## config.mk

```make
export PLATFORM = sky130hd
export DESIGN_NAME = watch_and_interval_timer
export DESIGN_NICKNAME = d
export VERILOG_FILES = /design/src/hdl/watch_timer_pkg.sv /design/src/hdl/watch_and_interval_timer.sv
export SDC_FILE = /design/constraint.sdc
export NUM_CORES = 1
export LEC_CHECK = 0
export BUFFER_PORTS_ARGS = -buffer_cell sky130_fd_sc_hd__buf_2
export CAP_MARGIN = 20
export CORE_MARGIN = 2
export CORE_UTILIZATION = 50
export DETAILED_ROUTE_END_ITERATION = 6
export PLACE_DENSITY = 0.84
export SLEW_MARGIN = 20
export SYNTH_ARGS = -nofsm -noshare
export SYNTH_HDL_FRONTEND = slang
export SYNTH_SLANG_ARGS = --single-unit
```

## constraint.sdc

```tcl
create_clock -name clock -period 2.4 [get_ports clock]
set_clock_uncertainty 0.1 [all_clocks]
set_input_delay 0.24 -clock clock [delete_from_list [all_inputs] [get_ports clock]]
set_output_delay 0.24 -clock clock [all_outputs]
set_load 0.03 [all_outputs]
```

## src/hdl/watch_timer_pkg.sv

```systemverilog
// Purpose: constants for the watch and interval timer
// Assumes: 32-bit AXI4-Lite register bus, 50 MHz system clock
// Notes: each register owns one word; byte address is four times its index
package watch_timer_pkg;
  localparam logic [15:0] MODE_INDEX      = 16'hff6f;
  localparam logic [15:0] STATUS_INDEX    = 16'hff70;
  localparam logic [15:0] MASK_INDEX      = 16'hff71;
  localparam logic [15:0] BITOP_INDEX     = 16'hff72;
  localparam logic [17:0] MODE_OFFSET     = {MODE_INDEX, 2'b00};
  localparam logic [17:0] STATUS_OFFSET   = {STATUS_INDEX, 2'b00};
  localparam logic [17:0] MASK_OFFSET     = {MASK_INDEX, 2'b00};
  localparam logic [17:0] BITOP_OFFSET    = {BITOP_INDEX, 2'b00};
  localparam int          MODE_LANE       = 0;
  localparam logic [7:0]  MODE_RESET      = 8'h00;
  localparam int          ENABLE_BIT      = 0;
  localparam int          RUN_BIT         = 1;
  localparam int          WPER_LSB        = 2;
  localparam int          IPER_LSB        = 4;
  localparam int          SRC_BIT         = 7;
  localparam int          IRQ_WATCH_BIT   = 0;
  localparam int          IRQ_INTVL_BIT   = 1;
  localparam int          PRESCALER_W     = 11;
  localparam int          COUNTER_W       = 5;
  localparam int          INTVL_BASE_TAP  = 3;
  localparam int          MAIN_DIV        = 128;
  localparam logic [1:0]  AXI_OKAY        = 2'b00;
  localparam logic [1:0]  AXI_SLVERR      = 2'b10;
endpackage : watch_timer_pkg

```

## src/hdl/watch_and_interval_timer.sv

```systemverilog
// Purpose: watch timer with shared prescaler and interval timer
// Assumes: main clock is this system clock, divided here by 128; sub clock is a pin
// Notes:
// Operation
// reset clears mode register to zero, all counting off
// bit 7 picks main clock divided by 128 or subsystem clock
// bits 6..4 pick interval period 2^4 to 2^11 watch clocks
// bits 3..2 pick watch period 2^14, 2^13, 2^5, 2^4
// run bit 1 runs 5-bit counter; 0 stops and clears it
// enable bit 0 stops everything and clears prescaler and counter
// watch counting needs both enable and run bits set
// clearing only run bit clears counter, prescaler keeps counting
// first watch irq after restart may be off by 2^9 clocks
// interval irq repeats whenever enable is set, regardless of run
// after first watch irq, later ones spaced exactly one period
// software keeps bits 7..4 steady while the timer runs
// mode bits writable singly via set/clear or whole byte
// watch and interval functions share prescaler concurrently
// each irq event is a one-cycle pulse on the system clock
// prescaler steps per watch clock; counter steps on selected tap
//
// Design decision made here: the AXI4-Lite slave port.
`timescale 1ns/1ps
`default_nettype none
module watch_and_interval_timer (
  input  wire logic        clock,
  input  wire logic        rst,
  input  wire logic        subClockPin,
  input  wire logic [17:0] s_axi_awaddr,
  input  wire logic        s_axi_awvalid,
  output logic             s_axi_awready,
  input  wire logic [31:0] s_axi_wdata,
  input  wire logic [3:0]  s_axi_wstrb,
  input  wire logic        s_axi_wvalid,
  output logic             s_axi_wready,
  output logic [1:0]       s_axi_bresp,
  output logic             s_axi_bvalid,
  input  wire logic        s_axi_bready,
  input  wire logic [17:0] s_axi_araddr,
  input  wire logic        s_axi_arvalid,
  output logic             s_axi_arready,
  output logic [31:0]      s_axi_rdata,
  output logic [1:0]       s_axi_rresp,
  output logic             s_axi_rvalid,
  input  wire logic        s_axi_rready,
  output logic             watchPeriodIrq,
  output logic             intervalPeriodIrq,
  output logic             irq
);
  localparam int DIVW = $clog2(watch_timer_pkg::MAIN_DIV);

  logic [7:0]  mode_ff, nxt_mode;
  logic [1:0]  status_ff, nxt_status;
  logic [1:0]  mask_ff, nxt_mask;
  logic        awHeld_ff, nxt_awHeld;
  logic [17:0] awAddr_ff, nxt_awAddr;
  logic        wHeld_ff, nxt_wHeld;
  logic [31:0] wData_ff, nxt_wData;
  logic [3:0]  wStrb_ff, nxt_wStrb;
  logic        bValid_ff, nxt_bValid;
  logic [1:0]  bResp_ff, nxt_bResp;
  logic        rValid_ff, nxt_rValid;
  logic [31:0] rData_ff, nxt_rData;
  logic [1:0]  rResp_ff, nxt_rResp;
  logic [2:0]  subSync_ff, nxt_subSync;
  logic [DIVW-1:0] mainDiv_ff, nxt_mainDiv;
  logic [watch_timer_pkg::PRESCALER_W-1:0] pre_ff, nxt_pre;
  logic [watch_timer_pkg::COUNTER_W-1:0]   cnt_ff, nxt_cnt;
  logic        watchPulse_ff, nxt_watchPulse;
  logic        intvlPulse_ff, nxt_intvlPulse;

  logic        enable, running, watchTick, doWrite;
  logic [watch_timer_pkg::PRESCALER_W-1:0] preInc, carries;
  logic [watch_timer_pkg::PRESCALER_W:0]   preTaps;
  logic        watchTap, intvlTap, cntWrap;

  assign enable  = mode_ff[watch_timer_pkg::ENABLE_BIT];
  assign running = enable & mode_ff[watch_timer_pkg::RUN_BIT];

  // watch clock tick: main/128 or rising edge of synchronised sub clock
  // sub clock must run slower than a quarter of the system clock
  always_comb begin
    nxt_subSync = {subSync_ff[1:0], subClockPin};
    nxt_mainDiv = mainDiv_ff + 1'b1;
    if (!enable) begin
      nxt_mainDiv = '0;
    end
    if (mode_ff[watch_timer_pkg::SRC_BIT]) begin
      watchTick = subSync_ff[1] & ~subSync_ff[2];
    end else begin
      watchTick = enable & (&mainDiv_ff);
    end
  end

  // per-bit carry of the prescaler; tap k fires when bits below k roll over
  assign preInc = pre_ff + 1'b1;
  assign preTaps[0] = watchTick;
  genvar g;
  generate
    for (g = 0; g < watch_timer_pkg::PRESCALER_W; g++) begin : gTap
      assign carries[g] = pre_ff[g] & preTaps[g];
      assign preTaps[g+1] = carries[g];
    end
  endgenerate

  always_comb begin

    intvlTap = preTaps[watch_timer_pkg::INTVL_BASE_TAP + 1
                       + mode_ff[watch_timer_pkg::IPER_LSB +: 3]];

    unique case (mode_ff[watch_timer_pkg::WPER_LSB +: 2])
      2'b00:   watchTap = preTaps[watch_timer_pkg::PRESCALER_W - 2];
      2'b01:   watchTap = preTaps[watch_timer_pkg::PRESCALER_W - 3];
      2'b10:   watchTap = preTaps[0];
      2'b11:   watchTap = preTaps[0];
      default: watchTap = 1'b0;
    endcase
  end

  // short periods count straight watch clocks; long ones count 2^9 or 2^8 taps
  assign cntWrap = watchTap &
                   ((mode_ff[watch_timer_pkg::WPER_LSB +: 2] == 2'b11)
                    ? (cnt_ff[3:0] == 4'hf) : (&cnt_ff));

  always_comb begin
    nxt_pre        = pre_ff;
    nxt_cnt        = cnt_ff;
    nxt_watchPulse = 1'b0;
    nxt_intvlPulse = 1'b0;
    if (!enable) begin
      nxt_pre = '0;
      nxt_cnt = '0;
    end else begin
      if (watchTick) begin
        nxt_pre = preInc;
      end
      nxt_intvlPulse = intvlTap;
      if (!running) begin
        nxt_cnt = '0;
      end else if (watchTap) begin
        nxt_cnt = cntWrap ? '0 : cnt_ff + 1'b1;
        nxt_watchPulse = cntWrap;
      end
    end
  end

  // AXI4-Lite slave; mode also reachable as bit set/clear
  // each register owns one word, so mode sits in byte lane 0
  assign s_axi_awready = ~awHeld_ff & ~bValid_ff;
  assign s_axi_wready  = ~wHeld_ff & ~bValid_ff;
  assign s_axi_arready = ~rValid_ff;
  assign doWrite = awHeld_ff & wHeld_ff & ~bValid_ff;

  always_comb begin
    nxt_awHeld = awHeld_ff;
    nxt_awAddr = awAddr_ff;
    nxt_wHeld  = wHeld_ff;
    nxt_wData  = wData_ff;
    nxt_wStrb  = wStrb_ff;
    nxt_bValid = bValid_ff;
    nxt_bResp  = bResp_ff;
    nxt_rValid = rValid_ff;
    nxt_rData  = rData_ff;
    nxt_rResp  = rResp_ff;
    nxt_mode   = mode_ff;
    nxt_mask   = mask_ff;
    nxt_status = status_ff;
    if (s_axi_awvalid && s_axi_awready) begin
      nxt_awHeld = 1'b1;
      nxt_awAddr = s_axi_awaddr;
    end
    if (s_axi_wvalid && s_axi_wready) begin
      nxt_wHeld = 1'b1;
      nxt_wData = s_axi_wdata;
      nxt_wStrb = s_axi_wstrb;
    end
    if (doWrite) begin
      nxt_awHeld = 1'b0;
      nxt_wHeld  = 1'b0;
      nxt_bValid = 1'b1;
      nxt_bResp  = watch_timer_pkg::AXI_OKAY;
      unique case ({awAddr_ff[17:2], 2'b00})
        watch_timer_pkg::MODE_OFFSET: begin
          if (wStrb_ff[watch_timer_pkg::MODE_LANE]) begin
            nxt_mode = wData_ff[7:0];
          end
        end
        watch_timer_pkg::STATUS_OFFSET: begin
          if (wStrb_ff[0]) begin
            nxt_status = status_ff & ~wData_ff[1:0];
          end
        end
        watch_timer_pkg::MASK_OFFSET: begin
          if (wStrb_ff[0]) begin
            nxt_mask = wData_ff[1:0];
          end
        end
        watch_timer_pkg::BITOP_OFFSET: begin
          // byte0 = bits to set, byte1 = bits to clear
          if (wStrb_ff[0]) begin
            nxt_mode = nxt_mode | wData_ff[7:0];
          end
          if (wStrb_ff[1]) begin
            nxt_mode = nxt_mode & ~wData_ff[15:8];
          end
        end
        default: nxt_bResp = watch_timer_pkg::AXI_SLVERR;
      endcase
    end
    if (bValid_ff && s_axi_bready) begin
      nxt_bValid = 1'b0;
    end
    // set wins over a same-cycle clear
    nxt_status[watch_timer_pkg::IRQ_WATCH_BIT] =
      nxt_status[watch_timer_pkg::IRQ_WATCH_BIT] | watchPulse_ff;
    nxt_status[watch_timer_pkg::IRQ_INTVL_BIT] =
      nxt_status[watch_timer_pkg::IRQ_INTVL_BIT] | intvlPulse_ff;
    if (s_axi_arvalid && s_axi_arready) begin
      nxt_rValid = 1'b1;
      nxt_rResp  = watch_timer_pkg::AXI_OKAY;
      unique case ({s_axi_araddr[17:2], 2'b00})
        watch_timer_pkg::MODE_OFFSET:   nxt_rData = {24'h000000, mode_ff};
        watch_timer_pkg::STATUS_OFFSET: nxt_rData = {30'h0, status_ff};
        watch_timer_pkg::MASK_OFFSET:   nxt_rData = {30'h0, mask_ff};
        watch_timer_pkg::BITOP_OFFSET:  nxt_rData = 32'h00000000;
        default: begin
          nxt_rData = 32'h00000000;
          nxt_rResp = watch_timer_pkg::AXI_SLVERR;
        end
      endcase
    end else if (rValid_ff && s_axi_rready) begin
      nxt_rValid = 1'b0;
    end
  end

  // synchroniser and main-clock divider
  always_ff @(posedge clock) begin
    if (rst) begin
      subSync_ff    <= '0;
      mainDiv_ff    <= '0;
    end else begin
      subSync_ff    <= nxt_subSync;
      mainDiv_ff    <= nxt_mainDiv;
    end
  end

  // prescaler, 5-bit counter and event pulses
  always_ff @(posedge clock) begin
    if (rst) begin
      pre_ff        <= '0;
      cnt_ff        <= '0;
      watchPulse_ff <= 1'b0;
      intvlPulse_ff <= 1'b0;
    end else begin
      pre_ff        <= nxt_pre;
      cnt_ff        <= nxt_cnt;
      watchPulse_ff <= nxt_watchPulse;
      intvlPulse_ff <= nxt_intvlPulse;
    end
  end

  // software-visible registers
  always_ff @(posedge clock) begin
    if (rst) begin
      mode_ff       <= watch_timer_pkg::MODE_RESET;
      status_ff     <= '0;
      mask_ff       <= '0;
    end else begin
      mode_ff       <= nxt_mode;
      status_ff     <= nxt_status;
      mask_ff       <= nxt_mask;
    end
  end

  // bus channel state
  always_ff @(posedge clock) begin
    if (rst) begin
      awHeld_ff     <= 1'b0;
      awAddr_ff     <= '0;
      wHeld_ff      <= 1'b0;
      wData_ff      <= '0;
      wStrb_ff      <= '0;
      bValid_ff     <= 1'b0;
      bResp_ff      <= '0;
      rValid_ff     <= 1'b0;
      rData_ff      <= '0;
      rResp_ff      <= '0;
    end else begin
      awHeld_ff     <= nxt_awHeld;
      awAddr_ff     <= nxt_awAddr;
      wHeld_ff      <= nxt_wHeld;
      wData_ff      <= nxt_wData;
      wStrb_ff      <= nxt_wStrb;
      bValid_ff     <= nxt_bValid;
      bResp_ff      <= nxt_bResp;
      rValid_ff     <= nxt_rValid;
      rData_ff      <= nxt_rData;
      rResp_ff      <= nxt_rResp;
    end
  end

  assign s_axi_bvalid      = bValid_ff;
  assign s_axi_bresp       = bResp_ff;
  assign s_axi_rvalid      = rValid_ff;
  assign s_axi_rdata       = rData_ff;
  assign s_axi_rresp       = rResp_ff;
  assign watchPeriodIrq    = watchPulse_ff;
  assign intervalPeriodIrq = intvlPulse_ff;
  assign irq               = |(status_ff & mask_ff);
endmodule : watch_and_interval_timer
`default_nettype wire

```

==> flow_metrics.env, run 1 <==
export IMPL_run_status="finished clean"
export IMPL_synthDistinctLibCells=55
export IMPL_dpl_hpwl_um=6230
export IMPL_gr_usage_all_layers=0.213
export IMPL_synth_edf_count=0
export IMPL_largest_net_degree_at_the_start_of_global_routing=50
export IMPL_synth_area_per_cell_um2=8.36
export IMPL_antenna_found_initial=0
export IMPL_critPathMaxFanout=6
export IMPL_final_nets=652
export IMPL_synth_cells=474
export IMPL_req_time_crit_path_ns=2.60
export IMPL_synth_top_cell_by_area="dfxtp_1"
export IMPL_yosys_top_cells_area="dfxtp_1, nand2_1, a21oi_1"
export IMPL_setup_worst_path_start_class="flop"
export IMPL_post_synth_most_frequent_cells="dfxtp_1, nand2_1, a21oi_1, nor2_1, buf_4"
export IMPL_drc=0
export IMPL_clock_tree_from_tritoncts="done"
export IMPL_dr_total_vias=3514
export IMPL_pwr_density_cell_nw_per_um2=595
export IMPL_power_leakage_nw=1.87
export IMPL_design_die_area_um2=8650
export IMPL_register_area_um2=1760
export IMPL_tritoncts_num_buffers=9
export IMPL_core_um2=7690
export IMPL_grt_pass1_vias=3359
export IMPL_stdcell_count=675
export IMPL_root_buffer="clkbuf_8"
export IMPL_place_gp_congestion=0.876
export IMPL_setup_total_negative_slack_ns=0
export IMPL_grt_setup_unrepaired="false"
export IMPL_drt_pass1_iter_count=5
export IMPL_grt_overflow=0
export IMPL_buffer_levels_on_the_longest_clock_path=2
export IMPL_cts_resized=0
export IMPL_timing_slew_headroom=0.560
export IMPL_multi_input_comb_area_um2=1980
export IMPL_final_setup_viol_count=0
export IMPL_max_cap_violations=0
export IMPL_fin_crit_sh=0.915
export IMPL_h_tree_depth=3
export IMPL_drive_gt1_frac=0.180
export IMPL_period_needed_ns=2.20
export IMPL_worst_skew_pair_late_latency_ns=0.36
export IMPL_grt_first_pass_wirelength_um=14900
export IMPL_worst_slew_pin_slew_ns=0.661
export IMPL_timing_hold_violations_final=0
export IMPL_detail_route_iter0_violations=155
export IMPL_initial_core_util=0.515
export IMPL_synth_sequential_area_ratio=0.445
export IMPL_io_pins=124
export IMPL_totalWireLength_um=8700
export IMPL_floorplan_die_width_um=93.0
export IMPL_fillerInstances=672
export IMPL_regToRegSetupSlack_ns=0.20
export IMPL_vdd_drop_max_v=0.000473
export IMPL_critical_path_arrival_ns=2.40
export IMPL_placed_cells_incl_taps=632
export IMPL_synthMostInstantiatedCell="dfxtp_1"
export IMPL_post_route_worst_setup_slack_ns=0.203
export IMPL_rows=32
export IMPL_yosys_warnings=0
export IMPL_buffer_ports_inserted=75
export IMPL_synth_flop_cell="dfxtp_1"
export IMPL_post_drt_via_cell_ratio=5.21
export IMPL_num_antenna_cells=0
export IMPL_worstSetupEndpointType="flop"
export IMPL_max_freq_mhz=455
export IMPL_chipHeight_um=93.0
export IMPL_post_place_ws_ns=0.209
export IMPL_worst_setup_path_type="flop to flop"
export IMPL_min_delay_path_class="primary input to flop"
export IMPL_timing_final_max_slew_violations=0
export IMPL_synth_cell_area_um2=3960
export IMPL_asyncSetResetFlopFracSynth=0
export IMPL_cts_sink_count=88
export IMPL_synth_top_cell_area_share=0.445
export IMPL_syn_to_final_growth_pct=20.2
export IMPL_clk_pin_slew_ns=0.10
export IMPL_postCtsSetupRepairBufs=0
export IMPL_synth_seq_cells=88
export IMPL_ant_nets=0
export IMPL_avgRoutedWirePerCell_um=12.9
-- state kept, by name, indices dropped and copies added, names as in the netlist, 2 cells and up --
register     flops
awAddr_ff       16
status_ff        2
mainDiv_ff       7
wData_ff        16
subSync_ff       3
wStrb_ff         2
mode_ff          8
cnt_ff           5
s_axi_rdata      8
mask_ff          2
pre_ff          11
-- repair_timing --
item / in CTS / in global routing
hold buffers: 27 / 0
endpoints found under the hold margin: 27 / 0
setup endpoints to repair: 0 / 0
-- metrics by stage --
| stage | hold slack [ns] | util | power [W] | instance area [um2] |
|---|---|---|---|---|
| after floorplan | 0.268 | - | 0.00181 | 4060 |
| after CTS | 0.00121 | 0.620 | 0.00286 | 4760 |
| after global placement | 0.323 | 0.561 | 0.00186 | 4310 |
| final | 0.0128 | 0.620 | 0.00283 | 4760 |
| after global routing | 0.00105 | 0.620 | 0.00296 | 4760 |
| after detailed placement | 0.337 | 0.561 | 0.00187 | 4310 |
-- placed cells by master, fill, tap and decap left out, drive strengths merged, types with 9 or more instances in the layout --
cell type    instances
nand2               87
conb                26
xor2                12
a21boi               9
o211ai              10
a21oi               51
nor2                38
a211oi               9
dlygate4sd3         27
o21ai               16
buf                 81
a22oi               10
inv                 11
clkbuf              10
dfxtp               88
-- metal layers --
metal  vias to the layer above  part of all wire  GRT usage
met3                        12             0.038     0.0604
li1                       1807                 -          -
met2                        77              0.50      0.367
met4                         0             0.011     0.0662
met5                         -                 0          0
met1                      1618              0.45      0.258
-- report_power, final --
| group | total [W] | internal, W | switching [W] |
|---|---|---|---|
| Sequential | 0.00156 | 0.00151 | 0.0000472 |
| Combinational | 0.000314 | 0.000120 | 0.000194 |
| Clock | 0.000964 | 0.000403 | 0.000561 |
-- final timing paths --
check                   to  depth (start not counted)           start
min            wData_ff[4]                          3  s_axi_wdata[4]
min reg2reg  mainDiv_ff[0]                          1   mainDiv_ff[0]
max              cnt_ff[0]                          7       cnt_ff[0]
max reg2reg      cnt_ff[0]                          7       cnt_ff[0]
-- worst max-delay path, stage by stage, from the launching register on --
cell and delay (ns):
dfxtp_1 0.35, ha_1 0.22, and3_1 0.20, ha_1 0.17, a21boi_0 0.14, a31oi_1 0.44, or3b_1 0.39, a21oi_1 0.13
-- area by class of cell --
class                      count  area share
tap                          102      0.0268
clock inverter                 6      0.0116
clock buffer                  10      0.0268
sequential                    88       0.370
timing repair buffer         108       0.145
multi-input combinational    356       0.416
inverter                       5     0.00394
-- logic make-up after synthesis --
logic type	after synthesis	share of synthesized area
AND/OR/NAND/NOR	183	0.222
XOR/XNOR	14	0.0309
multiplexers	4	0.0101
other	1	0.000946
flip-flops	88	0.445
AO/OA/AOI/OAI	125	0.200
adder cells (fa/ha/maj)	4	0.0126
buffers and inverters	55	0.0786
Power figures use the tool's default switching activity.
==> run 2: changes to the inputs <==
CELL_PAD_IN_SITES_DETAIL_PLACEMENT = 1   (was not set)
CELL_PAD_IN_SITES_GLOBAL_PLACEMENT = 1   (was not set)
CORE_UTILIZATION = 37   (was 50)
PLACE_DENSITY = 0.86   (was 0.84)
==> run 2 against run 1 <==
Effect of this change: critical path depth down 2; flip-flop and latch count is the same; register-to-register slack worse by 0.08 ns; critical path type unchanged; critical endpoint is now mode_ff[6]; largest cell class unchanged.
==> flow_metrics.env, run 2 (synthesized netlist as in run 1, its figures left out) <==
export IMPL_run_status="finished clean"
export IMPL_drive_gt1_frac=0.190
export IMPL_timing_hold_violations_final=0
export IMPL_commonest_cells_after_routing_fill_and_taps_aside="dfxtp_1, nand2_1, buf_2, a21oi_1, nor2_1"
export IMPL_num_antenna_cells=0
export IMPL_worst_slew_pin_slew_ns=0.679
export IMPL_timing_slew_headroom=0.547
export IMPL_initial_core_util=0.382
export IMPL_gr_usage_all_layers=0.176
export IMPL_buffer_ports_inserted=75
export IMPL_setup_worst_path_start_class="flop"
export IMPL_dr_total_vias=3511
export IMPL_critical_path_arrival_ns=2.46
export IMPL_design_die_area_um2=11600
export IMPL_final_nets=626
export IMPL_path_cells="nor4b_2, or4b_1, a211oi_1, o21ai_0, a21oi_1"
export IMPL_final_common_cell="dfxtp_1"
export IMPL_setup_total_negative_slack_ns=0
export IMPL_timing_reg2reg_worst_path_depth=5
export IMPL_final_hold_worst_slack_ns=0.00848
export IMPL_worst_r2r_src="awAddr_ff[2]"
export IMPL_root_buffer="clkbuf_8"
export IMPL_grt_setup_unrepaired="false"
export IMPL_finish_utilization=0.440
export IMPL_grt_pass1_vias=3436
export IMPL_pwr_density_cell_nw_per_um2=632
export IMPL_worst_skew_pair_late_latency_ns=0.36
export IMPL_r2r_end="mode_ff[6]"
export IMPL_postCtsSetupRepairBufs=0
export IMPL_period_needed_ns=2.27
export IMPL_detail_route_iter0_violations=112
export IMPL_clock_tree_from_tritoncts="done"
export IMPL_totalWireLength_um=10100
export IMPL_cts_sink_count=88
export IMPL_grt_overflow=0
export IMPL_io_pins=124
export IMPL_timing_final_max_slew_violations=0
export IMPL_final_setup_viol_count=0
export IMPL_largest_net_degree_at_the_start_of_global_routing=63
export IMPL_syn_to_final_growth_pct=15.3
export IMPL_critPathMaxFanout=9
export IMPL_hold_path_cell_count=2
export IMPL_dpl_hpwl_um=7440
export IMPL_ant_nets=0
export IMPL_grt_first_pass_wirelength_um=16400
export IMPL_min_delay_worst_endpoint="subSync_ff[0]"
export IMPL_power_leakage_nw=1.76
export IMPL_critical_path_slowest_cell="or4b_1"
export IMPL_antenna_found_initial=0
export IMPL_largest_registers="awAddr_ff (16), wData_ff (16), pre_ff (11)"
export IMPL_crit_path_max_incr_delay_ns=0.66
export IMPL_buffer_levels_on_the_longest_clock_path=2
export IMPL_worst_setup_path_type="flop to flop"
export IMPL_fin_crit_sh=0.948
export IMPL_avgRoutedWirePerCell_um=14.8
export IMPL_h_tree_depth=3
export IMPL_post_drt_via_cell_ratio=5.14
export IMPL_max_freq_mhz=440
export IMPL_rows=37
export IMPL_drc=0
export IMPL_vdd_drop_max_v=0.000300
export IMPL_clk_pin_slew_ns=0.09
export IMPL_regToRegSetupSlack_ns=0.13
export IMPL_worstSetupStartpoint="awAddr_ff[2]"
export IMPL_place_gp_congestion=0.836
export IMPL_chipHeight_um=107
export IMPL_worstSetupEndpointType="flop"
export IMPL_req_time_crit_path_ns=2.58
export IMPL_timing_hold_worst_start="subClockPin"
export IMPL_min_delay_path_class="primary input to flop"
export IMPL_tritoncts_num_buffers=9
export IMPL_floorplan_die_width_um=107
export IMPL_core_um2=10400
export IMPL_drt_pass1_iter_count=4
export IMPL_max_cap_violations=0
==> run 2: cell count changes in the layout (fill, tap and decap cells not counted), sizes merged <==
cell / change
dlygate4sd3: -26
clkinvlp: +1
clkinv: +3
inv: -5
bufinv: +1
==> run 2: how the worst max path moves through the flow <==
stage / endpoint / slack [ns] / cells after the start
2_1_floorplan: wData_ff[10] / 0.35 / 6
3_3_place_gp: cnt_ff[0] / 0.27 / 7
3_5_place_dp: cnt_ff[0] / 0.17 / 7
4_1_cts: cnt_ff[0] / 0.13 / 7
5_1_grt: mode_ff[6] / 0.03 / 5
6_report: mode_ff[6] / 0.13 / 5
==> run 2: cell type report <==
class	count	area, um2
clock inverters	6	68.8
flip-flops and latches	88	1760
well taps	136	170
multi-input cells	356	1990
repair buffers	82	430
clock buffers	10	128
fillers	1309	5800
inverters	5	18.8
==> run 2: worst max-delay path, delay by kind of cell (launching register included) <==
family	cells	cell delay, ns
flip-flops	1	0.38
AND/OR/NAND/NOR	2	1.09
AO/OA/AOI/OAI	3	0.63
==> run 2: through the flow <==
stage                     instances  cell area [um2]  total power [W]  setup WS (ns)
final                           683             4570          0.00289          0.125
after global routing            683             4570          0.00300         0.0267
after CTS                       683             4560          0.00290          0.134
after detailed placement        666             4350          0.00188          0.173
after global placement          666             4350          0.00186          0.273
after floorplan                 499             4060          0.00181          0.351
==> run 2: timing repair <==
action,4_1_cts,5_1_grt
endpoints found under the hold margin,1,0
setup endpoints to repair,0,1
resized for setup,0,1
hold buffers,1,0
==> run 2: routing by layer <==
layer	up-vias	track usage	wire length (um)
li1	1751	-	-
met1	1691	0.219	4510
met2	59	0.307	5170
met3	10	0.0387	334
met4	0	0.0458	105
met5	-	0	0
==> run 2: power breakdown <==
part | switching, W | internal (W)
Clock | 0.000551 | 0.000487
Sequential | 0.0000507 | 0.00151
Combinational | 0.000195 | 0.0000922
==> run 3: changes to the inputs <==
ABC_AREA = 1   (was not set)
CORE_UTILIZATION = 36   (was 37)
CTS_CLUSTER_DIAMETER = 80   (was not set)
PLACE_DENSITY = 0.85   (was 0.86)
==> run 3 against run 2 <==
Effect of this change: non-clock buffer count shrank 2; global-route usage grew 0.63 points; utilization down 0.78 points; clock power increased by 39%; total power increased by 18%.
==> flow_metrics.env, run 3 <==
export IMPL_worstSetupEndpointType="flop"
export IMPL_max_cap_violations=0
export IMPL_final_nets=730
export IMPL_synth_edf_count=0
export IMPL_setup_worst_path_start_class="flop"
export IMPL_max_freq_mhz=472
export IMPL_synth_cells=572
export IMPL_yosys_warnings=0
export IMPL_timing_final_max_slew_violations=0
export IMPL_synth_cell_area_um2=4180
export IMPL_synth_flop_cell="dfxtp_1"
export IMPL_antenna_found_initial=0
export IMPL_register_area_um2=1760
export IMPL_synth_top_cell_by_area="dfxtp_1"
export IMPL_power_share_combinational=0.109
export IMPL_buffer_levels_on_the_longest_clock_path=2
export IMPL_io_pins=124
export IMPL_multi_input_comb_area_um2=1950
export IMPL_syn_to_final_growth_pct=17.6
export IMPL_final_setup_viol_count=0
export IMPL_timing_reg2reg_worst_path_depth=8
export IMPL_postCtsSetupRepairBufs=0
export IMPL_timing_slew_headroom=0.486
export IMPL_place_gp_congestion=0.802
export IMPL_fillerInstances=1444
export IMPL_regToRegSetupSlack_ns=0.28
export IMPL_ant_nets=0
export IMPL_commonest_cells_after_routing_fill_and_taps_aside="dfxtp_1, o21ai_0, inv_1, buf_2, nor2_1"
export IMPL_asyncSetResetFlopFracSynth=0
export IMPL_root_buffer="clkbuf_16"
export IMPL_drt_pass1_iter_count=4
export IMPL_synth_seq_cells=88
export IMPL_rows=39
export IMPL_stdcell_count=794
export IMPL_cts_resized=0
export IMPL_pwr_density_cell_nw_per_um2=690
export IMPL_power_switching_fraction=0.274
export IMPL_power_leakage_nw=2.08
export IMPL_clock_tree_from_tritoncts="done"
export IMPL_cts_sink_count=88
export IMPL_share_clk_of_total_power=0.427
export IMPL_synthDistinctLibCells=40
export IMPL_critPathMaxFanout=6
export IMPL_h_tree_depth=3
export IMPL_sequential_power_share=0.464
export IMPL_vdd_drop_max_v=0.000317
export IMPL_worst_skew_pair_late_latency_ns=0.35
export IMPL_initial_core_util=0.368
export IMPL_tritoncts_num_buffers=9
export IMPL_req_time_crit_path_ns=2.54
export IMPL_avgRoutedWirePerCell_um=14.2
export IMPL_grt_first_pass_wirelength_um=18700
export IMPL_synth_top_cell_area_share=0.421
export IMPL_largest_registers="awAddr_ff (16), wData_ff (16), pre_ff (11)"
export IMPL_chipHeight_um=112
export IMPL_r2r_end="pre_ff[10]"
export IMPL_fin_crit_sh=0.883
export IMPL_worst_setup_path_type="flop to flop"
export IMPL_final_common_cell="dfxtp_1"
export IMPL_drc=0
export IMPL_setup_total_negative_slack_ns=0
export IMPL_power_switching_w=0.000931
export IMPL_grt_pass1_vias=4008
export IMPL_worst_slew_pin_slew_ns=0.770
export IMPL_drive_gt1_frac=0.177
export IMPL_dr_total_vias=3908
export IMPL_detail_route_iter0_violations=137
export IMPL_num_antenna_cells=0
export IMPL_post_drt_via_cell_ratio=4.92
export IMPL_worstSetupStartpoint="pre_ff[0]"
export IMPL_floorplan_die_width_um=112
export IMPL_largest_net_degree_at_the_start_of_global_routing=50
export IMPL_timing_hold_violations_final=0
export IMPL_dpl_hpwl_um=8580
export IMPL_gr_usage_all_layers=0.182
export IMPL_synth_sequential_area_ratio=0.421
export IMPL_totalWireLength_um=11300
export IMPL_internal_power_w=0.00246
export IMPL_core_um2=11400
export IMPL_cts_hold_fix_buffers=0
export IMPL_buffer_ports_inserted=75
export IMPL_critical_path_arrival_ns=2.25
export IMPL_post_synth_most_frequent_cells="dfxtp_1, o21ai_0, inv_1, nor2_1, nand2_1"
export IMPL_run_status="finished clean"
export IMPL_period_needed_ns=2.12
export IMPL_grt_overflow=0
export IMPL_design_die_area_um2=12500
export IMPL_yosys_top_cells_area="dfxtp_1, o21ai_0, a21oi_1"
export IMPL_placed_cells_incl_taps=778
export IMPL_synthMostInstantiatedCell="dfxtp_1"
export IMPL_worst_r2r_src="pre_ff[0]"
export IMPL_timing_critical_path_to="pre_ff[10]"
export IMPL_clk_pin_slew_ns=0.07
export IMPL_synth_area_per_cell_um2=7.31
export IMPL_min_delay_path_class="primary input to flop"
export IMPL_grt_setup_unrepaired="false"
==> run 3: cell count changes after synthesis, sizes merged, moves of 11 or more <==
cell and delta:
nor3 +13, nand3 +11, inv +73, nand2 -17, nor2 +37, o21ai +68, a21oi +14, xor2 -12
==> run 3: worst max-delay path: stages, from the launching register on <==
cell and delay [ns]:
dfxtp_1 0.51, ha_1 0.23, inv_1 0.07, nor3_1 0.39, nand3_4 0.13, nand3b_4 0.18, nor2_1 0.16, and3_1 0.20
nor3_2 0.04
==> run 3: per-layer routing <==
layer / track usage / vias up / part of all wire
met5: 0 / - / 0
met4: 0.0675 / 0 / 0.016
met3: 0.0278 / 14 / 0.034
met2: 0.319 / 84 / 0.49
met1: 0.227 / 1838 / 0.46
li1: - / 1972 / -
==> run 3: worst min-delay path by stage <==
stage / from / end / slack, ns / cells past startpoint
global route: s_axi_bready / s_axi_bvalid / 0.03 / 2
global placement: subSync_ff[0] / subSync_ff[1] / 0.31 / 2
finish: s_axi_bready / s_axi_bvalid / 0.01 / 2
detailed placement: subSync_ff[0] / subSync_ff[1] / 0.31 / 2
floorplan: subClockPin / subSync_ff[0] / 0.25 / 2
CTS: s_axi_bready / s_axi_bvalid / 0.02 / 2
==> run 3: layout make-up <==
cell class | instances | area share
timing repair buffer | 80 | 0.0865
inverter | 79 | 0.0603
sequential | 88 | 0.358
clock inverter | 7 | 0.0163
multi-input combinational | 388 | 0.397
clock buffer | 9 | 0.0458
tap | 143 | 0.0364
==> run 3: power by group through the flow <==
stage	Combinational, W	Clock [W]	Sequential, W
3_5_place_dp	0.000368	0	0.00161
2_1_floorplan	0.000264	0	0.00162
3_3_place_gp	0.000353	0	0.00160
6_report	0.000369	0.00145	0.00158
5_1_grt	0.000414	0.00151	0.00159
4_1_cts	0.000372	0.00147	0.00158
==> run 3: kinds of logic (layout without fill, tap and decap cells) <==
kind of cell | count (synthesis) | in the layout | share of synthesized area
flops | 88 | 88 | 0.421
xor+xnor | 1 | 1 | 0.00209
buf+inv | 121 | 175 | 0.135
simple gates | 197 | 197 | 0.226
fa+ha+maj | 4 | 4 | 0.0120
compound gates | 160 | 160 | 0.203
other cells | 1 | 26 | 0.000897
==> run 3: per-stage QoR <==
step | total power, W | hold WS, ns | setup WS [ns] | util | instance area (um2)
floorplan | 0.00188 | 0.247 | 0.538 | - | 4280
global placement | 0.00196 | 0.306 | 0.404 | 0.406 | 4610
detailed placement | 0.00198 | 0.310 | 0.335 | 0.406 | 4610
CTS | 0.00341 | 0.0156 | 0.280 | 0.433 | 4920
global route | 0.00351 | 0.0256 | 0.101 | 0.433 | 4920
finish | 0.00339 | 0.0120 | 0.281 | 0.433 | 4920
